$ cat src/hw/occh_pkg.sv
// Shared constants and types for the output compare channel
package occh_pkg;
    localparam int OCCH_CW = 16;

    // APB byte addresses of the channel registers
    localparam logic [7:0] OCCH_ADDR_CTRL = 8'h00;
    localparam logic [7:0] OCCH_ADDR_PRI = 8'h04;
    localparam logic [7:0] OCCH_ADDR_SEC = 8'h08;
    localparam logic [7:0] OCCH_ADDR_STAT = 8'h0C;
    localparam logic [7:0] OCCH_ADDR_MASK = 8'h10;

    // Control word field positions
    localparam int OCCH_BIT_IDLE = 13;
    localparam int OCCH_BIT_FAULT = 4;
    localparam int OCCH_BIT_TSEL = 3;
    localparam int OCCH_MODE_LSB = 0;

    // Status and mask bit positions
    localparam int OCCH_STAT_CMP = 0;
    localparam int OCCH_STAT_FLT = 1;
    localparam int OCCH_NUM_EVT = 2;

    // Values after reset
    localparam logic [15:0] OCCH_CMP_RST = 16'h0000;
    localparam logic [1:0] OCCH_EVT_RST = 2'h0;
    localparam logic OCCH_PIN_RST = 1'b0;
    localparam logic OCCH_SYNC_RST = 1'b1;

    // Compare modes
    localparam logic [2:0] OCCH_MODE_OFF = 3'h0;
    localparam logic [2:0] OCCH_MODE_SET_HI = 3'h1;
    localparam logic [2:0] OCCH_MODE_SET_LO = 3'h2;
    localparam logic [2:0] OCCH_MODE_TOGGLE = 3'h3;
    localparam logic [2:0] OCCH_MODE_PULSE = 3'h4;
    localparam logic [2:0] OCCH_MODE_CONT = 3'h5;
    localparam logic [2:0] OCCH_MODE_PWM = 3'h6;
    localparam logic [2:0] OCCH_MODE_PWM_FLT = 3'h7;

    typedef struct packed {
        logic idle_stop_select;
        logic time_base_select;
        logic [2:0] compare_mode_field;
    } occh_ctrl_t;

    localparam occh_ctrl_t OCCH_CTRL_RST = 5'h00;

    typedef enum logic [1:0] {
        OCCH_PH_WAIT,
        OCCH_PH_HIGH,
        OCCH_PH_DONE
    } occh_phase_t;
endpackage

$ cat src/hw/occh_sync.sv
// Three-stage pin synchroniser that accepts a level once stages two and three agree
module occh_sync (
    input wire logic pclk,
    input wire logic presetn,
    input wire logic async_in,
    output logic sync_out
);
    logic s1_q;
    logic s2_q;
    logic s3_q;

    always_ff @(posedge pclk or negedge presetn) begin
        if (!presetn) begin
            s1_q <= occh_pkg::OCCH_SYNC_RST;
            s2_q <= occh_pkg::OCCH_SYNC_RST;
            s3_q <= occh_pkg::OCCH_SYNC_RST;
        end else begin
            s1_q <= async_in;
            s2_q <= s1_q;
            s3_q <= s2_q;
        end
    end

    always_ff @(posedge pclk or negedge presetn) begin
        if (!presetn) begin
            sync_out <= occh_pkg::OCCH_SYNC_RST;
        end else if (s2_q == s3_q) begin
            sync_out <= s3_q;
        end
    end
endmodule // occh_sync

$ cat src/hw/occh_irq.sv
// Sticky event status with mask and a single level interrupt
module occh_irq (
    input wire logic pclk,
    input wire logic presetn,
    input wire logic [1:0] evt_set,
    input wire logic [1:0] evt_clear,
    input wire logic mask_wr,
    input wire logic [1:0] mask_wdata,
    output logic [1:0] status_q,
    output logic [1:0] mask_q,
    output logic irq
);
    // Set wins over a read-clear in the same cycle
    always_ff @(posedge pclk or negedge presetn) begin
        if (!presetn) begin
            status_q <= occh_pkg::OCCH_EVT_RST;
        end else begin
            status_q <= (status_q & ~evt_clear) | evt_set;
        end
    end

    always_ff @(posedge pclk or negedge presetn) begin
        if (!presetn) begin
            mask_q <= occh_pkg::OCCH_EVT_RST;
        end else if (mask_wr) begin
            mask_q <= mask_wdata;
        end
    end

    assign irq = |(status_q & mask_q);
endmodule // occh_irq

$ cat src/hw/occh_channel.sv
// Output compare channel with APB registers, pulse and PWM generation
//
// Decided for this implementation: the APB register port and the register offsets.
module occh_channel #(
    parameter bit FAULT_IRQ_EN = 1'b1
) (
    input wire logic pclk,
    input wire logic presetn,
    input wire logic psel,
    input wire logic penable,
    input wire logic pwrite,
    input wire logic [7:0] paddr,
    input wire logic [31:0] pwdata,
    output logic [31:0] prdata,
    output logic pready,
    output logic pslverr,
    input wire logic [15:0] base_a_count,
    input wire logic [15:0] base_b_count,
    input wire logic base_a_rollover,
    input wire logic base_b_rollover,
    input wire logic cpu_idle,
    input wire logic fault_input_a,
    output logic compare_output_pin,
    output logic compare_output_en,
    output logic irq
);
    function automatic logic addr_is(input logic [7:0] a, input logic [7:0] t);
        return a == t;
    endfunction

    function automatic logic addr_mapped(input logic [7:0] a);
        return addr_is(a, occh_pkg::OCCH_ADDR_CTRL) || addr_is(a, occh_pkg::OCCH_ADDR_PRI)
            || addr_is(a, occh_pkg::OCCH_ADDR_SEC) || addr_is(a, occh_pkg::OCCH_ADDR_STAT)
            || addr_is(a, occh_pkg::OCCH_ADDR_MASK);
    endfunction

    occh_pkg::occh_ctrl_t ctrl_q;
    occh_pkg::occh_phase_t phase_q;
    occh_pkg::occh_phase_t phase_d;
    logic [15:0] pri_q;
    logic [15:0] sec_q;
    logic [2:0] last_mode_q;
    logic pin_q;
    logic pin_d;
    logic fault_q;
    logic fault_d;
    logic oe_q;
    logic m1_prev_q;
    logic m2_prev_q;
    logic flt_prev_q;
    logic flt_s;
    logic evt_cmp;
    logic evt_flt;
    logic [31:0] rdata_q;
    logic [1:0] status_q;
    logic [1:0] mask_q;

    logic setup_c;
    logic access_c;
    logic wr_c;
    logic halted;
    logic [15:0] count;
    logic rollover;
    logic m1_now;
    logic m2_now;
    logic m1_hit;
    logic m2_hit;
    logic flt_fall;
    logic mode_new;
    logic is_pwm;
    logic [2:0] mode;

    assign setup_c = psel && !penable;
    assign access_c = psel && penable;
    assign wr_c = access_c && pwrite && addr_mapped(paddr);
    assign pready = 1'b1;
    assign pslverr = access_c && !addr_mapped(paddr);
    assign prdata = rdata_q;

    assign mode = ctrl_q.compare_mode_field;
    assign halted = ctrl_q.idle_stop_select && cpu_idle;
    assign count = ctrl_q.time_base_select ? base_b_count : base_a_count;
    assign rollover = ctrl_q.time_base_select ? base_b_rollover : base_a_rollover;
    assign m1_now = count == pri_q;
    assign m2_now = count == sec_q;
    // A count held for many clocks by a prescaler still matches only once
    assign m1_hit = m1_now && !m1_prev_q;
    assign m2_hit = m2_now && !m2_prev_q;
    assign flt_fall = flt_prev_q && !flt_s;
    assign mode_new = mode != last_mode_q;
    assign is_pwm = mode == occh_pkg::OCCH_MODE_PWM || mode == occh_pkg::OCCH_MODE_PWM_FLT;

    occh_sync u_fault_sync (
        .pclk(pclk),
        .presetn(presetn),
        .async_in(fault_input_a),
        .sync_out(flt_s)
    );

    always_ff @(posedge pclk or negedge presetn) begin
        if (!presetn) begin
            ctrl_q <= occh_pkg::OCCH_CTRL_RST;
        end else if (wr_c && addr_is(paddr, occh_pkg::OCCH_ADDR_CTRL)) begin
            ctrl_q <= {pwdata[occh_pkg::OCCH_BIT_IDLE], pwdata[occh_pkg::OCCH_BIT_TSEL],
                pwdata[occh_pkg::OCCH_MODE_LSB +: 3]};
        end
    end

    // Hardware reload takes priority over a software write to primary
    always_ff @(posedge pclk or negedge presetn) begin
        if (!presetn) begin
            pri_q <= occh_pkg::OCCH_CMP_RST;
        end else if (is_pwm && rollover && !halted && !mode_new) begin
            pri_q <= sec_q;
        end else if (wr_c && addr_is(paddr, occh_pkg::OCCH_ADDR_PRI)) begin
            pri_q <= pwdata[15:0];
        end
    end

    always_ff @(posedge pclk or negedge presetn) begin
        if (!presetn) begin
            sec_q <= occh_pkg::OCCH_CMP_RST;
        end else if (wr_c && addr_is(paddr, occh_pkg::OCCH_ADDR_SEC)) begin
            sec_q <= pwdata[15:0];
        end
    end

    always_comb begin
        pin_d = pin_q;
        phase_d = phase_q;
        fault_d = fault_q;
        evt_cmp = 1'b0;
        evt_flt = 1'b0;
        if (mode_new) begin
            phase_d = occh_pkg::OCCH_PH_WAIT;
            fault_d = 1'b0;
            case (mode)
                occh_pkg::OCCH_MODE_SET_HI: pin_d = 1'b0;
                occh_pkg::OCCH_MODE_SET_LO: pin_d = 1'b1;
                occh_pkg::OCCH_MODE_PULSE,
                occh_pkg::OCCH_MODE_CONT: pin_d = 1'b0;
                occh_pkg::OCCH_MODE_PWM,
                occh_pkg::OCCH_MODE_PWM_FLT: pin_d = pri_q != 16'h0000;
                default: pin_d = pin_q;
            endcase
        end else if (!halted) begin
            case (mode)
                occh_pkg::OCCH_MODE_SET_HI,
                occh_pkg::OCCH_MODE_SET_LO: begin
                    if (phase_q == occh_pkg::OCCH_PH_WAIT && m1_hit) begin
                        pin_d = mode == occh_pkg::OCCH_MODE_SET_HI;
                        phase_d = occh_pkg::OCCH_PH_DONE;
                        evt_cmp = 1'b1;
                    end
                end
                occh_pkg::OCCH_MODE_TOGGLE: begin
                    if (m1_hit) begin
                        pin_d = !pin_q;
                        evt_cmp = 1'b1;
                    end
                end
                occh_pkg::OCCH_MODE_PULSE,
                occh_pkg::OCCH_MODE_CONT: begin
                    if (phase_q == occh_pkg::OCCH_PH_WAIT && m1_hit) begin
                        pin_d = 1'b1;
                        phase_d = occh_pkg::OCCH_PH_HIGH;
                    end else if (phase_q == occh_pkg::OCCH_PH_HIGH && m2_hit) begin
                        pin_d = 1'b0;
                        evt_cmp = 1'b1;
                        phase_d = (mode == occh_pkg::OCCH_MODE_PULSE) ?
                            occh_pkg::OCCH_PH_DONE : occh_pkg::OCCH_PH_WAIT;
                    end
                end
                occh_pkg::OCCH_MODE_PWM,
                occh_pkg::OCCH_MODE_PWM_FLT: begin
                    if (rollover) begin
                        // Fault latch releases at a period start with the input high, or on a mode change
                        if (flt_s) begin
                            fault_d = 1'b0;
                        end
                        pin_d = (sec_q != 16'h0000) && !(fault_q && !flt_s);
                    end else if (m1_hit) begin
                        pin_d = 1'b0;
                    end
                    if (mode == occh_pkg::OCCH_MODE_PWM_FLT && flt_fall) begin
                        fault_d = 1'b1;
                        pin_d = 1'b0;
                        evt_flt = FAULT_IRQ_EN;
                    end
                end
                default: pin_d = pin_q;
            endcase
        end
    end

    always_ff @(posedge pclk or negedge presetn) begin
        if (!presetn) begin
            pin_q <= occh_pkg::OCCH_PIN_RST;
            phase_q <= occh_pkg::OCCH_PH_WAIT;
            fault_q <= 1'b0;
            last_mode_q <= occh_pkg::OCCH_MODE_OFF;
        end else begin
            pin_q <= pin_d;
            phase_q <= phase_d;
            fault_q <= fault_d;
            last_mode_q <= mode;
        end
    end

    always_ff @(posedge pclk or negedge presetn) begin
        if (!presetn) begin
            m1_prev_q <= 1'b0;
            m2_prev_q <= 1'b0;
            flt_prev_q <= occh_pkg::OCCH_SYNC_RST;
        end else if (!halted) begin
            m1_prev_q <= m1_now;
            m2_prev_q <= m2_now;
            flt_prev_q <= flt_s;
        end
    end

    always_ff @(posedge pclk or negedge presetn) begin
        if (!presetn) begin
            oe_q <= 1'b0;
        end else begin
            oe_q <= mode != occh_pkg::OCCH_MODE_OFF;
        end
    end

    assign compare_output_pin = pin_q;
    assign compare_output_en = oe_q;

    // Read data is latched in the setup cycle; status clear uses exactly those bits
    always_ff @(posedge pclk or negedge presetn) begin
        if (!presetn) begin
            rdata_q <= 32'h0000_0000;
        end else if (setup_c && !pwrite) begin
            rdata_q <= 32'h0000_0000;
            if (addr_is(paddr, occh_pkg::OCCH_ADDR_CTRL)) begin
                rdata_q[occh_pkg::OCCH_BIT_IDLE] <= ctrl_q.idle_stop_select;
                rdata_q[occh_pkg::OCCH_BIT_FAULT] <= fault_q;
                rdata_q[occh_pkg::OCCH_BIT_TSEL] <= ctrl_q.time_base_select;
                rdata_q[occh_pkg::OCCH_MODE_LSB +: 3] <= mode;
            end else if (addr_is(paddr, occh_pkg::OCCH_ADDR_PRI)) begin
                rdata_q[15:0] <= pri_q;
            end else if (addr_is(paddr, occh_pkg::OCCH_ADDR_SEC)) begin
                rdata_q[15:0] <= sec_q;
            end else if (addr_is(paddr, occh_pkg::OCCH_ADDR_STAT)) begin
                rdata_q[1:0] <= status_q;
            end else if (addr_is(paddr, occh_pkg::OCCH_ADDR_MASK)) begin
                rdata_q[1:0] <= mask_q;
            end
        end
    end

    occh_irq u_irq (
        .pclk(pclk),
        .presetn(presetn),
        .evt_set({evt_flt, evt_cmp}),
        .evt_clear((access_c && !pwrite && addr_is(paddr, occh_pkg::OCCH_ADDR_STAT)) ?
            rdata_q[1:0] : 2'h0),
        .mask_wr(wr_c && addr_is(paddr, occh_pkg::OCCH_ADDR_MASK)),
        .mask_wdata(pwdata[1:0]),
        .status_q(status_q),
        .mask_q(mask_q),
        .irq(irq)
    );
endmodule // occh_channel

$ cat config.mk
export PLATFORM = sky130hd
export DESIGN_NAME = occh_channel
export DESIGN_NICKNAME = d
export VERILOG_FILES = /design/src/hw/occh_pkg.sv /design/src/hw/occh_sync.sv /design/src/hw/occh_irq.sv /design/src/hw/occh_channel.sv
export SDC_FILE = /design/constraint.sdc
export NUM_CORES = 1
export LEC_CHECK = 0
export BUFFER_PORTS_ARGS = -buffer_cell sky130_fd_sc_hd__buf_2
export CAP_MARGIN = 25
export CELL_PAD_IN_SITES_DETAIL_PLACEMENT = 0
export CELL_PAD_IN_SITES_GLOBAL_PLACEMENT = 1
export CORE_MARGIN = 4
export CORE_UTILIZATION = 36
export CTS_CLUSTER_SIZE = 30
export DETAILED_ROUTE_END_ITERATION = 10
export MAX_ROUTING_LAYER = met4
export PLACE_DENSITY = 0.83
export SLEW_MARGIN = 5
export SYNTH_ARGS = -nofsm -noshare
export SYNTH_HDL_FRONTEND = slang
export SYNTH_SLANG_ARGS = --single-unit
$ cat constraint.sdc
create_clock -name pclk -period 2.35 [get_ports pclk]
set_clock_uncertainty 0.2 [all_clocks]
set_input_delay 0.1175 -clock pclk [delete_from_list [all_inputs] [get_ports pclk]]
set_output_delay 0.1175 -clock pclk [all_outputs]
set_load 0.01 [all_outputs]
==> results of run 1 <==
[tightest hold or removal path, cell delays in order]
cell	delay, ps
sky130_fd_sc_hd__buf_2	100
sky130_fd_sc_hd__nand2_1	90
sky130_fd_sc_hd__a22oi_1	100
sky130_fd_sc_hd__nor2_1	90
[power groups by stage]
| stage | Sequential [mW] | Combinational [mW] | Clock, mW |
|---|---|---|---|
| 6_report | 1.32 | 0.410 | 1.39 |
| 5_1_grt | 1.32 | 0.450 | 1.48 |
| 4_1_cts | 1.32 | 0.395 | 1.41 |
| 3_5_place_dp | 1.34 | 0.362 | 0 |
| 3_3_place_gp | 1.34 | 0.356 | 0 |
| 2_1_floorplan | 1.33 | 0.193 | 0 |
[layer usage]
layer / vias up / track usage / routed length (um)
met4: 0 / 0.0518 / 168
met1: 1766 / 0.264 / 5410
met2: 119 / 0.292 / 5930
li1: 1714 / - / -
met3: 10 / 0.0329 / 769
met5: - / - / 0
[area by class of cell]
type,count,area share
repair buffers,161,0.193
clock inverters,5,0.00983
clock buffers,11,0.0424
multi-input cells,302,0.404
flip-flops and latches,72,0.316
well taps,143,0.0312
inverters,6,0.00393
[how the worst max path moves through the flow]
stage	from	to	slack (ps)	depth (start not counted)
2_1_floorplan	ctrl_q[3]$_DFFE_PN0P_	phase_q[1]$_DFFE_PN0P_	-200	10
3_3_place_gp	ctrl_q[3]$_DFFE_PN0P_	phase_q[1]$_DFFE_PN0P_	-480	10
3_5_place_dp	ctrl_q[3]$_DFFE_PN0P_	phase_q[1]$_DFFE_PN0P_	-600	9
4_1_cts	ctrl_q[3]$_DFFE_PN0P_	phase_q[1]$_DFFE_PN0P_	-450	10
5_1_grt	ctrl_q[3]$_DFFE_PN0P_	phase_q[1]$_DFFE_PN0P_	-550	9
6_report	ctrl_q[3]$_DFFE_PN0P_	phase_q[1]$_DFFE_PN0P_	-450	10
[through the flow]
step                setup TNS, ps  cell area, um^2  utilization  instances
global route                -1860             5730        0.502        700
floorplan                    -251             4250            -        419
finish                      -1210             5730        0.502        700
CTS                         -1250             5580        0.489        699
detailed placement          -1620             5060        0.443        663
global placement            -1260             5060        0.443        663
[cells in the final DEF, fill, tap and decap left out, drive strengths merged, types with 15 or more instances in the layout]
cell / netlist / final
o21ai: 26 / 26
conb: 2 / 17
mux2: 24 / 24
mux2i: 40 / 40
buf: 23 / 141
dfrtp: 67 / 67
nor4: 15 / 15
xnor2: 35 / 35
o31ai: 15 / 15
dlygate4sd3: 0 / 19
nand2: 50 / 50
[repair_timing]
item / CTS / global route
endpoints found under the setup margin: 4 / 9
gates resized for setup: 5 / 22
setup buffers: 1 / 1
gates cloned: 0 / 1
hold buffers: 19 / 0
pin swaps: 1 / 10
hold endpoints to repair: 59 / 0
[flip-flops by register name, summed over array words and instances (netlist names), 2 cells and up]
register	flops
ctrl_q	2
pri_q	16
u_irq.mask_q	2
prdata	16
last_mode_q	3
sec_q	16
phase_q	2
u_irq.status_q	2
mode	3
[logic make-up after synthesis]
family | Yosys count | share of synthesized area
xor gates and xnor gates | 36 | 0.0752
buffers and inverters | 45 | 0.0621
adders and majority gates | 1 | 0.00239
and+or+nand+nor | 107 | 0.127
DFF | 72 | 0.431
muxes | 64 | 0.177
AOI/OAI and AO/OA | 77 | 0.124
other | 2 | 0.00179
==> summary by stage, run 1 <==
Outcome
The flow ran to the end, but the final reports show violations. The checks that failed: negative setup slack.

Final layout
Counting the fill cells in the layout gives 1,071. Registers take 1810 um^2. The multi-input combinational cells in the finished layout cover a total of 2310 um^2.

The synthesis-to-finish area growth is 36.5%. The antenna diode instance count is 0. The fraction of final layout cells sized beyond drive strength 1 is 0.386. The final net count is 633.

Detailed routing
The detail route stage leaves a number of antenna-violating nets equal to 0. The number of detailed-route iterations in the first pass is 4. In the final routed layout, each cell accounts on average for 17.5 um. The overall routed net length is 12,300 um. The total via count after detailed routing is 3,609. The remaining routing DRC violations is 0. The first-iteration detailed-routing DRC count is 178.

After detailed routing, the number of vias per cell comes to 5.16.

Logic synthesis
The most common cell in the synthesized netlist is sky130_fd_sc_hd__dfrtp_1. The post-synthesis area per instance is 10.4 um^2. Counting distinct cell types in the post-synthesis netlist gives 48. The synthesized design contains 0 enable-type register cells. The top cell type's share of synthesized area is 0.400.

The commonest cells after synthesis are sky130_fd_sc_hd__dfrtp_1 (67), sky130_fd_sc_hd__nand2_1 (50), sky130_fd_sc_hd__xnor2_1 (35). In the synthesized netlist the dominant register cell turns out to be sky130_fd_sc_hd__dfrtp_1. The part of the Yosys area used for sequential elements is 0.431. In this run, synthesis produced a sequential element count of 72. The post-synthesis cell type with the largest combined area is sky130_fd_sc_hd__dfrtp_1. Ranked by total cell area, the synthesized netlist is headed by sky130_fd_sc_hd__dfrtp_1 (40%), sky130_fd_sc_hd__mux2i_1 (7.9%), sky130_fd_sc_hd__xnor2_1 (7.3%). The number of warnings printed during yosys synthesis is 0.

The share of flip-flops with an asynchronous set or reset after synthesis is 1.00. The count of mapped cells out of synthesis is 404. In this run the cell area of the synthesized design comes to 4190 um^2.

Placement
The pre-CTS setup slack is -599 ps. The weighted congestion reported at the end of routability-driven placement is 0.936. Port buffering added 84 buffers. The wire-length estimate of the detail-placed layout is 9300 um.

Power
Internal power comes to 2.33 mW. The maximum VDD drop is 263 uV. In this run the power density over the cells is 544 nW/um^2. In this run the power spent charging and discharging nets is 0.791 mW. Of the total power, combinational logic draws 0.132.

Of the total power, the clock network draws 0.446. The standby leakage power is 2.68 nW. The completed layout was analyzed and its total power is 3.12 mW. The power share of the sequential group is 0.423. Of the total power, the share spent switching nets is 0.254.

Floorplan
118 I/O pins were placed. The starting utilization of the core area is 0.367. The core footprint is 11,400 um^2. The die covers 13,400 um^2. The die width is 116 um. Row generation in the floorplan step produced 39 rows.

The floorplan die height is 116 um.

Worst setup path
Together, buffers and inverters on the worst path number 2. The signal on the critical path passes through buf_12, buf_8, mux2i_4, xnor2_2, nor4_2, nand4_1, nor4_4, a22oi_2, o31ai_4, mux2_4. The startpoint type of the worst setup path is a flip-flop. The capturing element type of the critical path is a flip-flop. On the critical path, the stage with the largest delay is an instance of sky130_fd_sc_hd__dfrtp_2. The setup check on the worst reg-to-reg path leaves a slack of -450 ps. The startpoint identified for the worst register-to-register timing path is ctrl_q[3]$_DFFE_PN0P_. The endpoint of the worst-slack reg-to-reg timing path is phase_q[1]$_DFFE_PN0P_. The arrival time at the worst endpoint is 2820 ps. The worst reg-to-reg path cell count is 10. The maximum net fanout on the critical path is 7.

For the worst setup path, the data required time is 2360 ps. The highest cell delay on the worst timing path is 440 ps. Among cell families on the critical path, the largest total delay comes from simple AND/OR/NAND/NOR gates. The class of the most critical setup path is flip-flop to flip-flop.

CTS
The tree is rooted in a sky130_fd_sc_hd__clkbuf_16. In this run the deepest clock path goes through 2 buffers. The number of clock sinks seen by CTS is 72.

The H-tree was split into 3 levels. After clock tree synthesis, the clock-pin slew on the worst setup and hold paths is 60 ps. At the later pin of the worst-skew pair, clock insertion delay measures 330 ps. TritonCTS built the clock tree. The CTS buffer count is 9.

Hold path
The class of the worst hold path is input port to flip-flop. For hold timing, the worst endpoint is fault_q$_DFFE_PN0P_. The worst min-delay path startpoint is cpu_idle. The worst hold path was traced through 4 stages.

Global route
The final global-route overflow total is 0. The first global-routing pass estimated 19,200 um of wire. The number of global-route vias before repair is 3,595. The initial antenna violation count is 0. The largest net degree at the start of global routing is 33.

The global-route total usage across every layer is 0.191.

STA
The smallest hold slack is 9.93 ps. The worst relative slew slack is 0.583. The actual transition at the worst max-transition pin is 626 ps. The number of failing hold endpoints at the final stage is 0. Setup repair after global routing could not meet its margin everywhere. The number of pins with negative max-slew slack in the final report is 0.

The slack of the critical path is -455 ps. The routed design could run at a clock period as short as 2800 ps. The post-route fraction of the period consumed by the critical path is 1.19.

The achievable clock frequency is 0.357 GHz. Setup violations remaining at the end of the flow were counted as 4.

Flow run
The tool flagged a number of max-cap violations equal to 0.
(Power assumes the default switching activity.)
==> inputs of run 2 (changes only) <==
CAP_MARGIN = not set   (was 25)
SKIP_CTS_REPAIR_TIMING = 1   (was not set)
==> summary by stage, run 2 (synthesized netlist as in run 1, its figures left out) <==
STA
The actual transition at the worst max-transition pin is 617 ps (was 626 ps). The smallest hold slack is -19.3 ps (was 9.93 ps). The post-route fraction of the period consumed by the critical path is 1.21 (was 1.19). Setup repair after global routing missed its margin: yes (unchanged). The number of failing hold endpoints at the final stage is 2 (was 0). The total negative slack for setup checks is -1320 ps (was -1210 ps).

The slack of the critical path came to -483 ps (was -455 ps). The worst relative slew slack is 0.588 (was 0.583). The number of endpoints failing setup at the final stage is 4 (unchanged). The number of pins with negative max-slew slack in the final report is 0 (unchanged).

The post-route minimum period was 2830 ps (was 2800 ps). The achievable clock frequency is 0.353 GHz (was 0.357 GHz).

Detailed routing
The total via count after detailed routing is 3,564 (was 3,609). The average detailed-routed wire length per instance is 17.6 um (was 17.5 um). The routed length on met2 was 5880 um (was 5930 um). The highest routed metal layer is met4 (unchanged). The post-detailed-route via-to-cell ratio came to 5.11 (was 5.16).

The first-iteration detailed-routing DRC count was 195 (was 178). The remaining antenna violation count came to 0 (unchanged). The remaining routing DRC violations was 0 (unchanged). The total routed wire length on the met1 layer is 5480 um (was 5410 um). The overall routed net length is 12,300 um (about the same). The number of detailed-route iterations in the first pass is 5 (was 4). The routed length on met3 is 741 um (was 769 um).

Floorplan
The top-level port count is 118 (unchanged). The area enclosed by the die boundary is 13,400 um^2 (unchanged). The cell row count came to 39 (unchanged). The floorplan die height is 116 um (unchanged). The starting utilization of the core area was 0.367 (unchanged). The core footprint came to 11,400 um^2 (unchanged). The die width is 116 um (unchanged).

CTS
The CTS buffer count is 9 (unchanged). The TritonCTS clock tree is built (unchanged). The clock root buffer is sky130_fd_sc_hd__clkbuf_16 (unchanged).

The total number of H-tree levels is 3 (unchanged). The largest buffer count on any clock path is 2 (unchanged). The number of clock sinks seen by CTS is 72 (unchanged). The clock transition at the registers of the reported paths is 60 ps (about the same). The clock latency of the later-clocked register in the worst-skew pair is 330 ps (about the same).

Placement
The weighted congestion reported at the end of routability-driven placement came to 0.936 (unchanged). The number of buffers added on ports is 84 (unchanged). The placed wire-length estimate is 9300 um (unchanged). The number of placed instances, taps included was 663 (unchanged). The placement-stage cell area was 5060 um^2 (unchanged).

Power
The standby leakage power is 2.67 nW (was 2.68 nW). The part of the total power dissipated in the clock network is 0.447 (was 0.446). The maximum VDD drop is 264 uV (was 263 uV). The portion of total power attributed to combinational logic is 0.129 (was 0.132). The switching power of the nets is 0.788 mW (was 0.791 mW). The internal power was 2.32 mW (was 2.33 mW). The total power per unit cell area was 551 nW/um^2 (was 544 nW/um^2). The proportion of total power due to net switching is 0.253 (was 0.254). The power share of the sequential group is 0.424 (was 0.423).

Global route
The number of global-route vias before repair came to 3,538 (was 3,595). The initial antenna violation count was 0 (unchanged). The final global-route overflow total is 0 (unchanged).

The global-route wire length before repair was 19,000 um (was 19,200 um). The largest net degree at the start of global routing is 33 (unchanged). The global-route total usage across every layer came to 0.190 (was 0.191).

Final layout
The final net count is 631 (was 633). The final cell count without fillers is 698 (was 700). Commonest non-fill, non-tap cells in the layout: sky130_fd_sc_hd__buf_2 (84), sky130_fd_sc_hd__dfrtp_1 (66), sky130_fd_sc_hd__buf_4 (53) (was sky130_fd_sc_hd__buf_2 (84), sky130_fd_sc_hd__dfrtp_1 (66), sky130_fd_sc_hd__buf_4 (52)).

The most common cell after layout, fill and taps aside is sky130_fd_sc_hd__buf_2 (unchanged). The area used by multi-input combinational logic is 2260 um^2 (was 2310 um^2). The core utilization of the finished layout was 0.494 (was 0.502). The antenna diode instance count was 0 (unchanged).

The area of all placed cells without fillers is 5640 um^2 (was 5730 um^2). The total area of sequential cells was 1810 um^2 (unchanged). The fraction of final layout cells sized beyond drive strength 1 was 0.380 (was 0.386). The fill cell total of the finished layout came to 1,083 (was 1,071). The synthesis-to-finish area growth is 34.6% (was 36.5%).

Worst setup path
The capturing element type of the critical path is a flip-flop (unchanged). Worst path cell trace: clkbuf_16, buf_6, mux2i_4, xnor2_2, nor4_2, nand4_1, nor4_4, a22oi_2, o31ai_4, mux2_4 (was buf_12, buf_8, mux2i_4, xnor2_2, nor4_2, nand4_1, nor4_4, a22oi_2, o31ai_4, mux2_4). The maximum net fanout on the critical path came to 7 (unchanged). The highest cell delay on the worst timing path is 450 ps (was 440 ps).

The endpoint required time on the critical path is 2360 ps (about the same). The class of the most critical setup path is flip-flop to flip-flop (unchanged). The arrival time at the worst endpoint came to 2850 ps (was 2820 ps). The standard cell with the maximum stage delay on the critical path was sky130_fd_sc_hd__dfrtp_2 (unchanged). The startpoint type of the worst setup path is a flip-flop (unchanged).

Outcome
Failing checks: negative hold slack, negative setup slack (was negative setup slack). Status: complete, but fails checks (unchanged).

Hold path
The class of the worst hold path was input port to flip-flop (unchanged).

Flow run
The count of max-cap constraint violations is 0 (unchanged).
## run 2: critical path, delay by kind of cell, from the launching register on
kind / cells / cell delay [ps]
AND/OR/NAND/NOR: 3 / 750
buffers and inverters: 2 / 310
multiplexers: 2 / 510
XOR/XNOR: 1 / 140
AO/OA/AOI/OAI: 2 / 340
flip-flops: 1 / 450
## run 2: per-layer routing
layer  vias up  global-route usage
met1      1727               0.264
met5         -                   -
li1       1713                   -
met2       113               0.286
met4         0              0.0526
met3        11              0.0334
## run 2: layout make-up
class	count	share of cell area
multi-input cells	302	0.400
repair buffers	159	0.190
flip-flops and latches	72	0.321
clock buffers	11	0.0430
well taps	143	0.0317
inverters	6	0.00399
clock inverters	5	0.00998
## run 2: power by group through the flow
stage	Clock [mW]	Combinational, mW	Sequential (mW)
after floorplan	0	0.193	1.33
after global placement	0	0.356	1.34
after detailed placement	0	0.362	1.34
after CTS	1.41	0.364	1.32
after global routing	1.47	0.441	1.32
final	1.39	0.401	1.32
## run 2: through the flow
step / setup WS (ps) / total power [mW]
5_1_grt: -591 / 3.23
3_3_place_gp: -478 / 1.69
6_report: -483 / 3.11
3_5_place_dp: -599 / 1.70
4_1_cts: -617 / 3.09
2_1_floorplan: -203 / 1.53
## run 2: path summary, 6_finish.rpt
check / start / endpoint / slack (ps) / cells past startpoint
min in group asynchronous: presetn / fault_q$_DFFE_PN0P_ / 70 / 2
max: ctrl_q[3]$_DFFE_PN0P_ / phase_q[1]$_DFFE_PN0P_ / -480 / 10
max in group asynchronous: presetn / pri_q[4]$_DFFE_PN0P_ / 1130 / 3
min reg2reg: u_fault_sync.s1_q$_DFF_PN1_ / u_fault_sync.s2_q$_DFF_PN1_ / 150 / 0
max reg2reg: ctrl_q[3]$_DFFE_PN0P_ / phase_q[1]$_DFFE_PN0P_ / -480 / 10
min: pwrite / u_irq.status_q[1]$_DFF_PN0_ / -20 / 4
